File: config.mk
export PLATFORM = sky130hd
export DESIGN_NAME = spr_receiver
export DESIGN_NICKNAME = d
export VERILOG_FILES = /design/src/common/spr_pkg.sv /design/src/spr_sync.sv /design/src/spr_receiver.sv
export SDC_FILE = /design/constraint.sdc
export NUM_CORES = 1
export LEC_CHECK = 0
export ABC_CLOCK_PERIOD_IN_PS = 10900
export BUFFER_PORTS_ARGS = -buffer_cell sky130_fd_sc_hd__buf_2
export CAP_MARGIN = 20
export CORE_ASPECT_RATIO = 1.1
export CORE_UTILIZATION = 37
export CTS_BUF_LIST = sky130_fd_sc_hd__clkbuf_16
export CTS_CLUSTER_DIAMETER = 50
export CTS_CLUSTER_SIZE = 8
export DETAILED_ROUTE_END_ITERATION = 8
export SLEW_MARGIN = 15
export SYNTH_ARGS = -nofsm -noshare
export SYNTH_HDL_FRONTEND = slang
export SYNTH_SLANG_ARGS = --single-unit
File: constraint.sdc
create_clock -name clock -period 10.9 [get_ports clock]
set_clock_uncertainty 0.2 [all_clocks]
set_input_delay 1.09 -clock clock [delete_from_list [all_inputs] [get_ports clock]]
set_output_delay 1.09 -clock clock [all_outputs]
set_load 0.01 [all_outputs]
File: src/common/spr_pkg.sv
`default_nettype none
package spr_pkg;
  localparam int LANES    = 4;
  localparam int SLOTS    = 7;
  localparam int WORD_W   = LANES * SLOTS;
  localparam int RGB_W    = 24;
  localparam int CNT_W    = 8;
  localparam int SLOT_W   = 3;
  localparam int FLAT_W   = 5;

  // Output line positions inside the 28-bit assembled word
  localparam int POS_LINE  = 24;
  localparam int POS_FRAME = 25;
  localparam int POS_VALID = 26;
  localparam int POS_SPARE = 27;

  // Timing, in the documented units and as clock counts
  localparam int CLK_PERIOD_NS = 10;
  localparam int CLK_PER_MS    = 1000000 / CLK_PERIOD_NS;
  localparam int LOCK_TIME_MS  = 10;
  localparam int LOCK_CYCLES   = LOCK_TIME_MS * CLK_PER_MS;
  localparam int PD_DELAY_NS   = 1000;
  localparam int PD_DELAY_CYC  = PD_DELAY_NS / CLK_PERIOD_NS;

  localparam logic [CNT_W-1:0]  CNT_MAX   = 8'hff;
  localparam logic [CNT_W-1:0]  CNT_ZERO  = 8'h00;
  localparam logic [SLOT_W-1:0] SLOT_DONE = 3'h7;
  localparam logic [SLOT_W-1:0] SLOT_ZERO = 3'h0;

  // Flat bit index (lane * SLOTS + slot) feeding each output line
  localparam logic [FLAT_W-1:0] MAP [0:WORD_W-1] = '{
    5'h0c, 5'h0d, 5'h0e, 5'h0f, 5'h10, 5'h11, 5'h19, 5'h1a,
    5'h06, 5'h07, 5'h08, 5'h09, 5'h0a, 5'h0b, 5'h17, 5'h18,
    5'h00, 5'h01, 5'h02, 5'h03, 5'h04, 5'h05, 5'h15, 5'h16,
    5'h12, 5'h13, 5'h14, 5'h1b
  };

  typedef enum logic [1:0] {
    SPR_SEARCH  = 2'h0,
    SPR_ACQUIRE = 2'h1,
    SPR_LOCKED  = 2'h3
  } spr_lock_e;
endpackage
`default_nettype wire

File: src/spr_sync.sv
`timescale 1ns/100ps
`default_nettype none
module spr_sync #(
  parameter int W = 1
) (
  // Clock and reset
  input  wire logic         clock,
  input  wire logic         rst_n,
  // Asynchronous in, synchronous out
  input  wire logic [W-1:0] d,
  output var  logic [W-1:0] q
);
  logic [W-1:0] meta_q;

  always_ff @(posedge clock) begin
    if (!rst_n) begin
      meta_q <= '0;
      q      <= '0;
    end else begin
      meta_q <= d;
      q      <= meta_q;
    end
  end
endmodule // spr_sync
`default_nettype wire

File: src/spr_receiver.sv
`timescale 1ns/100ps
`default_nettype none
// Overview of operation
// - Seven bit slots are sampled on every data lane in each link clock period; at under two samples per slot, a period shorter than the last misses slot 6.
// - Slot 0 is sampled first and slot 6 last, spaced one seventh of a period.
// - Outputs carry 8 red, 8 green, 8 blue, line sync, frame sync and valid.
// - Outputs change while the pixel clock rises so its falling edge captures.
// - With power_down_n low every data and control output is held low.
// - Outputs go low within one microsecond of power-down.
// - Data is only presented after a 10 ms lock interval on the link clock.
module spr_receiver
  import spr_pkg::*;
#(
  parameter int LOCK_CYC = spr_pkg::LOCK_CYCLES
) (
  // Clock and reset
  input  wire logic                      clock,
  input  wire logic                      rst_n,
  // Serial link
  input  wire logic [spr_pkg::LANES-1:0] serial_lane_in,
  input  wire logic                      forwarded_clock_in,
  input  wire logic                      power_down_n,
  // Panel side
  output var  logic [spr_pkg::RGB_W-1:0] parallel_word_out,
  output var  logic                      line_sync_out,
  output var  logic                      frame_sync_out,
  output var  logic                      pixel_valid_out,
  output var  logic                      control_spare_out,
  output var  logic                      pixel_clock_out,
  output var  logic                      link_locked_out
);
  import spr_pkg::*;

  localparam int LOCK_W = $clog2(LOCK_CYC + 1);
  localparam logic [LOCK_W-1:0] LOCK_LAST = LOCK_W'(LOCK_CYC - 1);

  logic [LANES-1:0]  lane_s;
  logic              link_clk_s;
  logic              pd_n_s;
  logic              link_clk_q;
  logic              rise;
  logic              stall;
  logic [CNT_W-1:0]  cnt_q;
  logic [CNT_W-1:0]  phase;
  logic [CNT_W-1:0]  period_q;
  logic [SLOT_W-1:0] slot_q;
  logic [SLOT_W-1:0] eff_slot;
  logic [15:0]       target;
  logic              hit;
  logic              word_done;
  logic [WORD_W-1:0] bits_q;
  logic [WORD_W-1:0] mapped;
  logic [LOCK_W-1:0] lock_cnt_q;
  spr_lock_e         lock_q;

  // Lanes, link clock and power-down all enter through two flops
  spr_sync #(
    .W (LANES + 2)
  ) u_sync (
    .clock (clock),
    .rst_n (rst_n),
    .d     ({power_down_n, forwarded_clock_in, serial_lane_in}),
    .q     ({pd_n_s, link_clk_s, lane_s})
  );

  always_ff @(posedge clock) begin
    if (!rst_n) begin
      link_clk_q <= 1'b0;
    end else begin
      link_clk_q <= link_clk_s;
    end
  end

  assign rise  = link_clk_s && !link_clk_q;
  // Saturated counter doubles as stall detector, so a link clock
  // slower than CNT_MAX cycles a period reads as stopped
  assign stall = (cnt_q == CNT_MAX);

  // Phase is zero in the cycle of the link clock rise
  always_comb begin
    if (rise) begin
      phase = CNT_ZERO;
    end else if (stall) begin
      phase = CNT_MAX;
    end else begin
      phase = cnt_q + 1'b1;
    end
  end

  always_ff @(posedge clock) begin
    if (!rst_n) begin
      cnt_q <= CNT_MAX;
    end else begin
      cnt_q <= phase;
    end
  end

  // Period in clock cycles, measured rise to rise
  always_ff @(posedge clock) begin
    if (!rst_n) begin
      period_q <= CNT_ZERO;
    end else if (rise && !stall) begin
      period_q <= cnt_q + 1'b1;
    end
  end

  // Slot k is taken mid-slot at (2k+1)/14 of the period
  assign eff_slot = rise ? SLOT_ZERO : slot_q;
  assign target   = 16'(((32'(eff_slot) * 2 + 1) * 32'(period_q))
                        / (2 * SLOTS));
  assign hit      = (eff_slot != SLOT_DONE) && (16'(phase) == target);
  // Limitation: under two samples per bit slot, so a period shorter than
  // the one measured before it misses slot 6 and gives no word
  // A word counts only if all seven slots fell in the last period
  assign word_done = rise && (slot_q == SLOT_DONE);

  always_ff @(posedge clock) begin
    if (!rst_n) begin
      slot_q <= SLOT_DONE;
    end else if (hit) begin
      slot_q <= eff_slot + 1'b1;
    end else begin
      slot_q <= eff_slot;
    end
  end

  // Deserialise: lane l, slot k lands at flat index l*7+k
  always_ff @(posedge clock) begin
    if (!rst_n) begin
      bits_q <= '0;
    end else if (hit) begin
      for (int l = 0; l < LANES; l++) begin
        bits_q[FLAT_W'(l * SLOTS) + FLAT_W'(eff_slot)] <= lane_s[l];
      end
    end
  end

  // Fixed lane-to-line routing
  always_comb begin
    mapped = '0;
    for (int j = 0; j < WORD_W; j++) begin
      mapped[j] = bits_q[MAP[j]];
    end
  end

  // Lock tracking; a stalled link clock or power-down forces relock
  // No frequency check: lock is a fixed count after the first rise
  always_ff @(posedge clock) begin
    if (!rst_n || !pd_n_s) begin
      lock_q     <= SPR_SEARCH;
      lock_cnt_q <= '0;
    end else begin
      unique case (lock_q)
        SPR_SEARCH: begin
          lock_cnt_q <= '0;
          if (rise) begin
            lock_q <= SPR_ACQUIRE;
          end
        end
        SPR_ACQUIRE: begin
          if (stall) begin
            lock_q <= SPR_SEARCH;
          end else if (lock_cnt_q == LOCK_LAST) begin
            lock_q <= SPR_LOCKED;
          end else begin
            lock_cnt_q <= lock_cnt_q + 1'b1;
          end
        end
        SPR_LOCKED: begin
          if (stall) begin
            lock_q <= SPR_SEARCH;
          end
        end
        default: begin
          lock_q <= SPR_SEARCH;
        end
      endcase
    end
  end

  // Power-down clears outputs three cycles after the pin, far inside
  // PD_DELAY_CYC
  always_ff @(posedge clock) begin
    if (!rst_n || !pd_n_s || lock_q != SPR_LOCKED) begin
      parallel_word_out <= '0;
      line_sync_out     <= 1'b0;
      frame_sync_out    <= 1'b0;
      pixel_valid_out   <= 1'b0;
      control_spare_out <= 1'b0;
    end else if (word_done) begin
      // Same cycle as the pixel clock rise
      parallel_word_out <= mapped[RGB_W-1:0];
      line_sync_out     <= mapped[POS_LINE];
      frame_sync_out    <= mapped[POS_FRAME];
      pixel_valid_out   <= mapped[POS_VALID];
      control_spare_out <= mapped[POS_SPARE];
    end
  end

  // Pixel clock high for the first half period, falls mid-word
  // Cleared on stall too, so a stopped link never leaves it high
  always_ff @(posedge clock) begin
    if (!rst_n || !pd_n_s || lock_q != SPR_LOCKED) begin
      pixel_clock_out <= 1'b0;
    end else if (word_done) begin
      pixel_clock_out <= 1'b1;
    end else if (phase == (period_q >> 1) || stall) begin
      pixel_clock_out <= 1'b0;
    end
  end

  always_ff @(posedge clock) begin
    if (!rst_n || !pd_n_s) begin
      link_locked_out <= 1'b0;
    end else begin
      link_locked_out <= (lock_q == SPR_LOCKED);
    end
  end
endmodule // spr_receiver
`default_nettype wire

==> summary.txt, run 1 <==
Status = finished, final reports clean
Hold_sp = u_sync.meta_q[3]
# H-tree levels = 3
Reg clk slew, reported paths = 70 ps
Design Area, Final = 8470 µm²
Total Wirelength = 20,000 µm
Simple-gate share of the synthesized area = 0.246
Syn_nets = 1,048
Via density = 5.55
CTS Buf Count = 9
Kind of critical path = register to register
Commonest non-fill, non-tap cell in the layout = nand2_1
Clock Sinks = 112
Hold Path Class = register to register
R2r endpoint = bits_q[25]
Total grt overflow = 0
Seq cells post-synth = 112
Die W = 141 µm
Clk root buf = clkbuf_16
# resized after CTS = 0
Synth cell types = 92
Critical Path Fanout Max = 24
Finished Layout Cells = 1,275
Cells on worst reg2reg path = 31
Dpl cells = 1,260
Initial Util = 0.379
Ys async rst share = 0
P&R area growth vs syn = 7.75%
Complex-gate fraction of the synthesized area = 0.250
Power per Cell Area = 191 nW/µm²
Synthesis Warnings = 0
Mapped Cells = 986
Post-synthesis sequential area ratio = 0.285
Setup crit end kind = register
Largest family of logic cells by synthesized area = compound AO/OA/AOI/OAI gates
CTS max path bufs = 2
Slowest-stage cell, CP = a2111oi_1
Hold bufs inserted after CTS = 0
Nets = 1,048
FF-to-FF setup slack = 970 ps
EDFF count, synth = 0
Final min period = 9930 ps
Via count of the first global-routing pass = 6,446
R2r startpoint = link_clk_q
Synth Area in Adders = 0.0974
DR pass1 iterations = 9
Row count = 55
CORE AREA = 20,700 µm²
Unrepaired setup endpoints after global routing = false
Placed instance area = 8200 µm²
Fin. Hold Viols = 0
Top_reg_cell synth = dfxtp_1
PortBufs = 37
Max-cap viol count = 0
Synth Cell Area = 7860 µm²
Die height = 155 µm
Maximum clock frequency = 101 MHz
Worst-margin pin slew = 965 ps
Syn_area_per_cell = 7.97 µm²
# DRC = 0
Pin count of the biggest net entering global routing = 56
Worst VDD drop = 0.157 mV
Slew margin rel. = 0.352
Max-slew violations = 0
Hold depth = 1
Final Cycle Share = 0.911
Antenna viol nets, final = 0
CP arrival = 10,020 ps
Worst-skew pair later-pin latency = 360 ps
CP startpoint kind = register
Final-report setup violation count = 0
Mux share of post-synthesis cell area = 0.0201
Most frequent CP cell = ha_1
Postcts setup bufs = 0
DIE AREA = 21,800 µm²
Leakage = 3.24 nW
CTS tree = yes
Setup TNS = 0 ps
Via count = 7,077
WL per Instance = 15.6 µm
First-pass GRT wire length = 33,300 µm
Gpl congestion = 0.852
Global Route Usage Sum = 0.188
Commonest cells after routing, fill and taps aside = nand2_1 (147), dfxtp_1 (112), nor2_1 (92)
Dpl hpwl = 14,400 µm
I/O pin count = 38
# diodes = 0
Antenna violations before repair = 0
DR iter-0 viols = 580
Delay of the slowest critical-path stage = 690 ps
Req. time, crit path = 10,990 ps
Xor/xnor share of the synthesized area = 0.0501
Layout cell share with drive strength beyond 1 = 0.102
Min-Delay Endpoint = u_sync.q[3]
## flip-flops by register name (all words and copies together) (netlist names)
name,count
line_sync_out,1
lock_cnt_q,20
pixel_clock_out,1
control_spare_out,1
link_locked_out,1
link_clk_q,1
lock_q,2
pixel_valid_out,1
period_q,8
u_sync.q,6
frame_sync_out,1
bits_q,28
u_sync.meta_q,6
parallel_word_out,24
cnt_q,8
slot_q,3
## worst max-delay path by stage
stage            endpoint  slack (ps)       start  cells past startpoint
2_1_floorplan  bits_q[21]        2590  link_clk_q                     35
3_3_place_gp   bits_q[25]        1380  link_clk_q                     31
3_5_place_dp   bits_q[24]        1210  link_clk_q                     31
4_1_cts        bits_q[25]        1130  link_clk_q                     31
5_1_grt        bits_q[25]         100  link_clk_q                     31
6_report       bits_q[25]         970  link_clk_q                     31
## Yosys cell counts (20+ instances only)
library cell | n | area (µm²)
nand2_1 | 147 | 552
nand3_1 | 38 | 190
o21ai_0 | 22 | 110
and2_1 | 23 | 144
inv_1 | 42 | 158
nor2_1 | 93 | 349
nand4_1 | 20 | 125
clkbuf_1 | 36 | 135
ha_1 | 42 | 526
dfxtp_1 | 112 | 2240
a21oi_1 | 58 | 290
xor2_1 | 21 | 184
xnor2_1 | 24 | 210
a31oi_1 | 22 | 138
## stage by stage
stage | setup WS [ps] | util | total power [mW] | hold WS (ps)
after floorplan | 2590 | - | 1.16 | 212
after global placement | 1380 | 0.396 | 1.30 | 216
after detailed placement | 1210 | 0.396 | 1.30 | 218
after CTS | 1130 | 0.409 | 1.61 | 236
after global routing | 103 | 0.409 | 1.74 | 255
final | 969 | 0.409 | 1.62 | 234
## area by class of cell
cell class | instances | area (µm²)
fill | 2136 | 12200
multi-input combinational | 777 | 5210
sequential | 112 | 2240
tap | 285 | 357
clock buffer | 9 | 225
timing repair buffer | 42 | 223
inverter | 44 | 165
clock inverter | 6 | 45.0
## per-layer routing
layer  share of wire  up-vias  GRT usage  wire [µm]
met2            0.43      179      0.287       8560
met3           0.040       29     0.0302        807
li1                -     3578          -          -
met1            0.51     3291      0.270      10200
met5               0        -          0          0
met4           0.019        0     0.0595        379
## kinds of logic (layout without fill, tap and decap cells)
| kind of cell | after synthesis | after routing |
|---|---|---|
| buffers and inverters | 97 | 101 |
| AOI/OAI and AO/OA | 256 | 256 |
| adders and majority gates | 54 | 54 |
| xor gates and xnor gates | 45 | 45 |
| DFF | 112 | 112 |
| and+or+nand+nor | 407 | 407 |
| muxes | 15 | 15 |
## report_power, final
part           switching (mW)  internal, mW  total (mW)
Clock                   0.154         0.156       0.310
Combinational           0.570         0.292       0.862
Sequential             0.0183         0.428       0.446
## critical path: cells and delay by family, from the launching register on
kind,cells,cell delay (ps)
AND/OR/NAND/NOR,11,3540
AO/OA/AOI/OAI,11,3480
adder cells (fa/ha/maj),5,1790
flip-flops,1,320
multiplexers,1,240
buffers and inverters,3,230
Power figures use the tool's default switching activity.
==> run 2: changes to the inputs <==
--- a/config.mk
+++ b/config.mk
@@ -9,11 +9,13 @@
 export BUFFER_PORTS_ARGS = -buffer_cell sky130_fd_sc_hd__buf_2
 export CAP_MARGIN = 20
 export CORE_ASPECT_RATIO = 1.1
-export CORE_UTILIZATION = 37
+export CORE_UTILIZATION = 52
 export CTS_BUF_LIST = sky130_fd_sc_hd__clkbuf_16
 export CTS_CLUSTER_DIAMETER = 50
 export CTS_CLUSTER_SIZE = 8
 export DETAILED_ROUTE_END_ITERATION = 8
+export MAX_ROUTING_LAYER = met4
+export PLACE_DENSITY = 0.69
 export SLEW_MARGIN = 15
 export SYNTH_ARGS = -nofsm -noshare
 export SYNTH_HDL_FRONTEND = slang
==> constraint.sdc (replaced) <==
create_clock -name clock -period 10.9 [get_ports clock]
set_clock_uncertainty 0.2 [all_clocks]
set_input_delay 1.635 -clock clock [delete_from_list [all_inputs] [get_ports clock]]
set_output_delay 1.635 -clock clock [all_outputs]
set_load 0.01 [all_outputs]
==> summary.txt, run 2 (synthesis gave the netlist of run 1 again) <==
Cells on worst reg2reg path = 31 (unchanged)
Hold_sp = u_sync.meta_q[0]
Hold WS = 240 ps (+5.58 ps)
Layout cell share with drive strength beyond 1 = 0.104 (+0.00202)
Reg clk slew, reported paths = 80 ps (about the same)
First-pass GRT wire length = 31,800 µm (-4.6%)
DR pass1 iterations = 5 (-4)
Clock network power share = 0.199 (+0.007)
Nets = 1,047 (-0.095%)
Worst VDD drop = 0.128 mV (-18%)
R2r endpoint = bits_q[25]
Final Cycle Share = 0.905 (-0.00597)
Min-Delay Endpoint = u_sync.q[0]
Commonest non-fill, non-tap cell in the layout = nand2_1
Setup TNS = 0 ps (unchanged)
Total grt overflow = 0 (unchanged)
Pre-CTS setup slack = 1270 ps (+59.4 ps)
Max-cap viol count = 0 (unchanged)
Total Wirelength = 19,300 µm (-3.5%)
Slowest-stage cell, CP = a2111oi_1
Biggest registers after layout = bits_q x28, parallel_word_out x24, lock_cnt_q x20
Clk root buf = clkbuf_16
Worst-margin pin slew = 899 ps (-65.8 ps)
Final-report setup violation count = 0 (unchanged)
CTS tree = yes
DIE AREA = 15,600 µm² (-28%)
Kind of critical path = register to register
I/O pin count = 38 (unchanged)
PortBufs = 37 (unchanged)
FF-to-FF setup slack = 1030 ps (+70 ps)
Switching share of power = 0.457 (-0.00162)
Fin. Hold Viols = 0 (unchanged)
# resized after CTS = 0 (unchanged)
Hold Path Class = register to register
Via density = 6.02 (+8.4%)
Worst-skew pair later-pin latency = 360 ps (about the same)
# DRC = 0 (unchanged)
Register share of total power = 0.276 (about the same)
CTS max path bufs = 2 (unchanged)
Max-slew violations = 0 (unchanged)
Unrepaired setup endpoints after global routing = false
Initial Util = 0.538 (+0.158)
Dpl cells = 1,166 (-7.5%)
Status = finished, final reports clean
Critical Path Fanout Max = 24 (unchanged)
Via count of the first global-routing pass = 6,468 (+0.34%)
Delay of the slowest critical-path stage = 660 ps (-30 ps)
Antenna viol nets, final = 0 (unchanged)
DR iter-0 viols = 555 (-4.3%)
Combinational power share = 0.525 (-0.008)
Design Area, Final = 8370 µm² (-1.2%)
Die W = 119 µm (-15%)
Dpl hpwl = 14,300 µm (-1.0%)
# diodes = 0 (unchanged)
Die height = 131 µm (-15%)
Slew margin rel. = 0.396 (+0.0442)
Placed instance area = 8080 µm² (-1.4%)
Pin count of the biggest net entering global routing = 56 (unchanged)
Worst Setup Slack, final = 1030 ps (+65.1 ps)
Setup crit end kind = register
CP arrival = 9940 ps (-80 ps)
P_sw = 740 µW (-0.25%)
Leakage = 3.23 nW (-0.11%)
Hold depth = 1 (unchanged)
Commonest cells after routing, fill and taps aside = nand2_1 (147), dfxtp_1 (112), nor2_1 (92)
Power per Cell Area = 193 nW/µm² (+1.3%)
CORE AREA = 14,600 µm² (-29%)
Cell internal pwr = 879 µW (+0.40%)
CTS Buf Count = 9 (unchanged)
R2r startpoint = link_clk_q
P&R area growth vs syn = 6.51%
Antenna violations before repair = 0 (unchanged)
Largest Register = bits_q
Postcts setup bufs = 0 (unchanged)
# H-tree levels = 3 (unchanged)
Gpl congestion = 0.959 (+13%)
WL per Instance = 16.3 µm (+4.1%)
Global Route Usage Sum = 0.259 (+0.0710)
Via count = 7,113 (+0.51%)
Maximum clock frequency = 101 MHz (+0.66%)
Final min period = 9870 ps (-65.1 ps)
Max FFs per register = 28 (unchanged)
Hold bufs inserted after CTS = 0 (unchanged)
Most frequent CP cell = ha_1
Finished Layout Cells = 1,182 (-7.3%)
Row count = 46 (-16%)
Req. time, crit path = 10,980 ps (about the same)
Clock Sinks = 112 (unchanged)
CP startpoint kind = register
-- run 2: critical path, delay by kind of cell, from the launching register on --
kind / cells / cell delay (ps)
AOI/OAI and AO/OA: 12 / 3960
muxes: 1 / 240
buffers and inverters: 3 / 240
DFF: 1 / 320
adders and majority gates: 5 / 1800
and+or+nand+nor: 10 / 2990
-- run 2: final cells by class --
type | instances | area, µm²
fill | 1384 | 6250
multi-input combinational | 777 | 5220
sequential | 112 | 2240
tap | 192 | 240
clock buffer | 9 | 225
timing repair buffer | 41 | 215
inverter | 44 | 165
clock inverter | 7 | 66.3
-- run 2: worst max-delay path by stage --
stage | to | depth (start not counted) | start | slack (ps)
finish | bits_q[25] | 31 | link_clk_q | 1030
floorplan | bits_q[21] | 35 | link_clk_q | 2590
global route | bits_q[26] | 31 | link_clk_q | 300
detailed placement | bits_q[25] | 31 | link_clk_q | 1270
CTS | bits_q[25] | 31 | link_clk_q | 1200
global placement | bits_q[24] | 31 | link_clk_q | 1560
-- run 2: routing by layer --
metal | up-vias | share of wire | wire length [µm] | global-route usage
met4 | 0 | 0.035 | 667 | 0.112
met3 | 43 | 0.036 | 690 | 0.0295
met5 | - | 0 | 0 | -
met2 | 211 | 0.47 | 9120 | 0.434
met1 | 3270 | 0.46 | 8780 | 0.318
li1 | 3589 | - | - | -
-- run 2: stage by stage --
| step | util | total power, mW |
|---|---|---|
| 2_1_floorplan | - | 1.16 |
| 4_1_cts | 0.573 | 1.61 |
| 3_5_place_dp | 0.553 | 1.29 |
| 5_1_grt | 0.573 | 1.74 |
| 3_3_place_gp | 0.552 | 1.28 |
| 6_report | 0.573 | 1.62 |
-- run 2: power groups by stage --
stage          Combinational [mW]  Clock, mW  Sequential [mW]
2_1_floorplan               0.714          0            0.449
3_3_place_gp                0.825          0            0.456
3_5_place_dp                0.830          0            0.456
4_1_cts                     0.836      0.329            0.447
5_1_grt                     0.940      0.346            0.450
6_report                    0.850      0.322            0.447
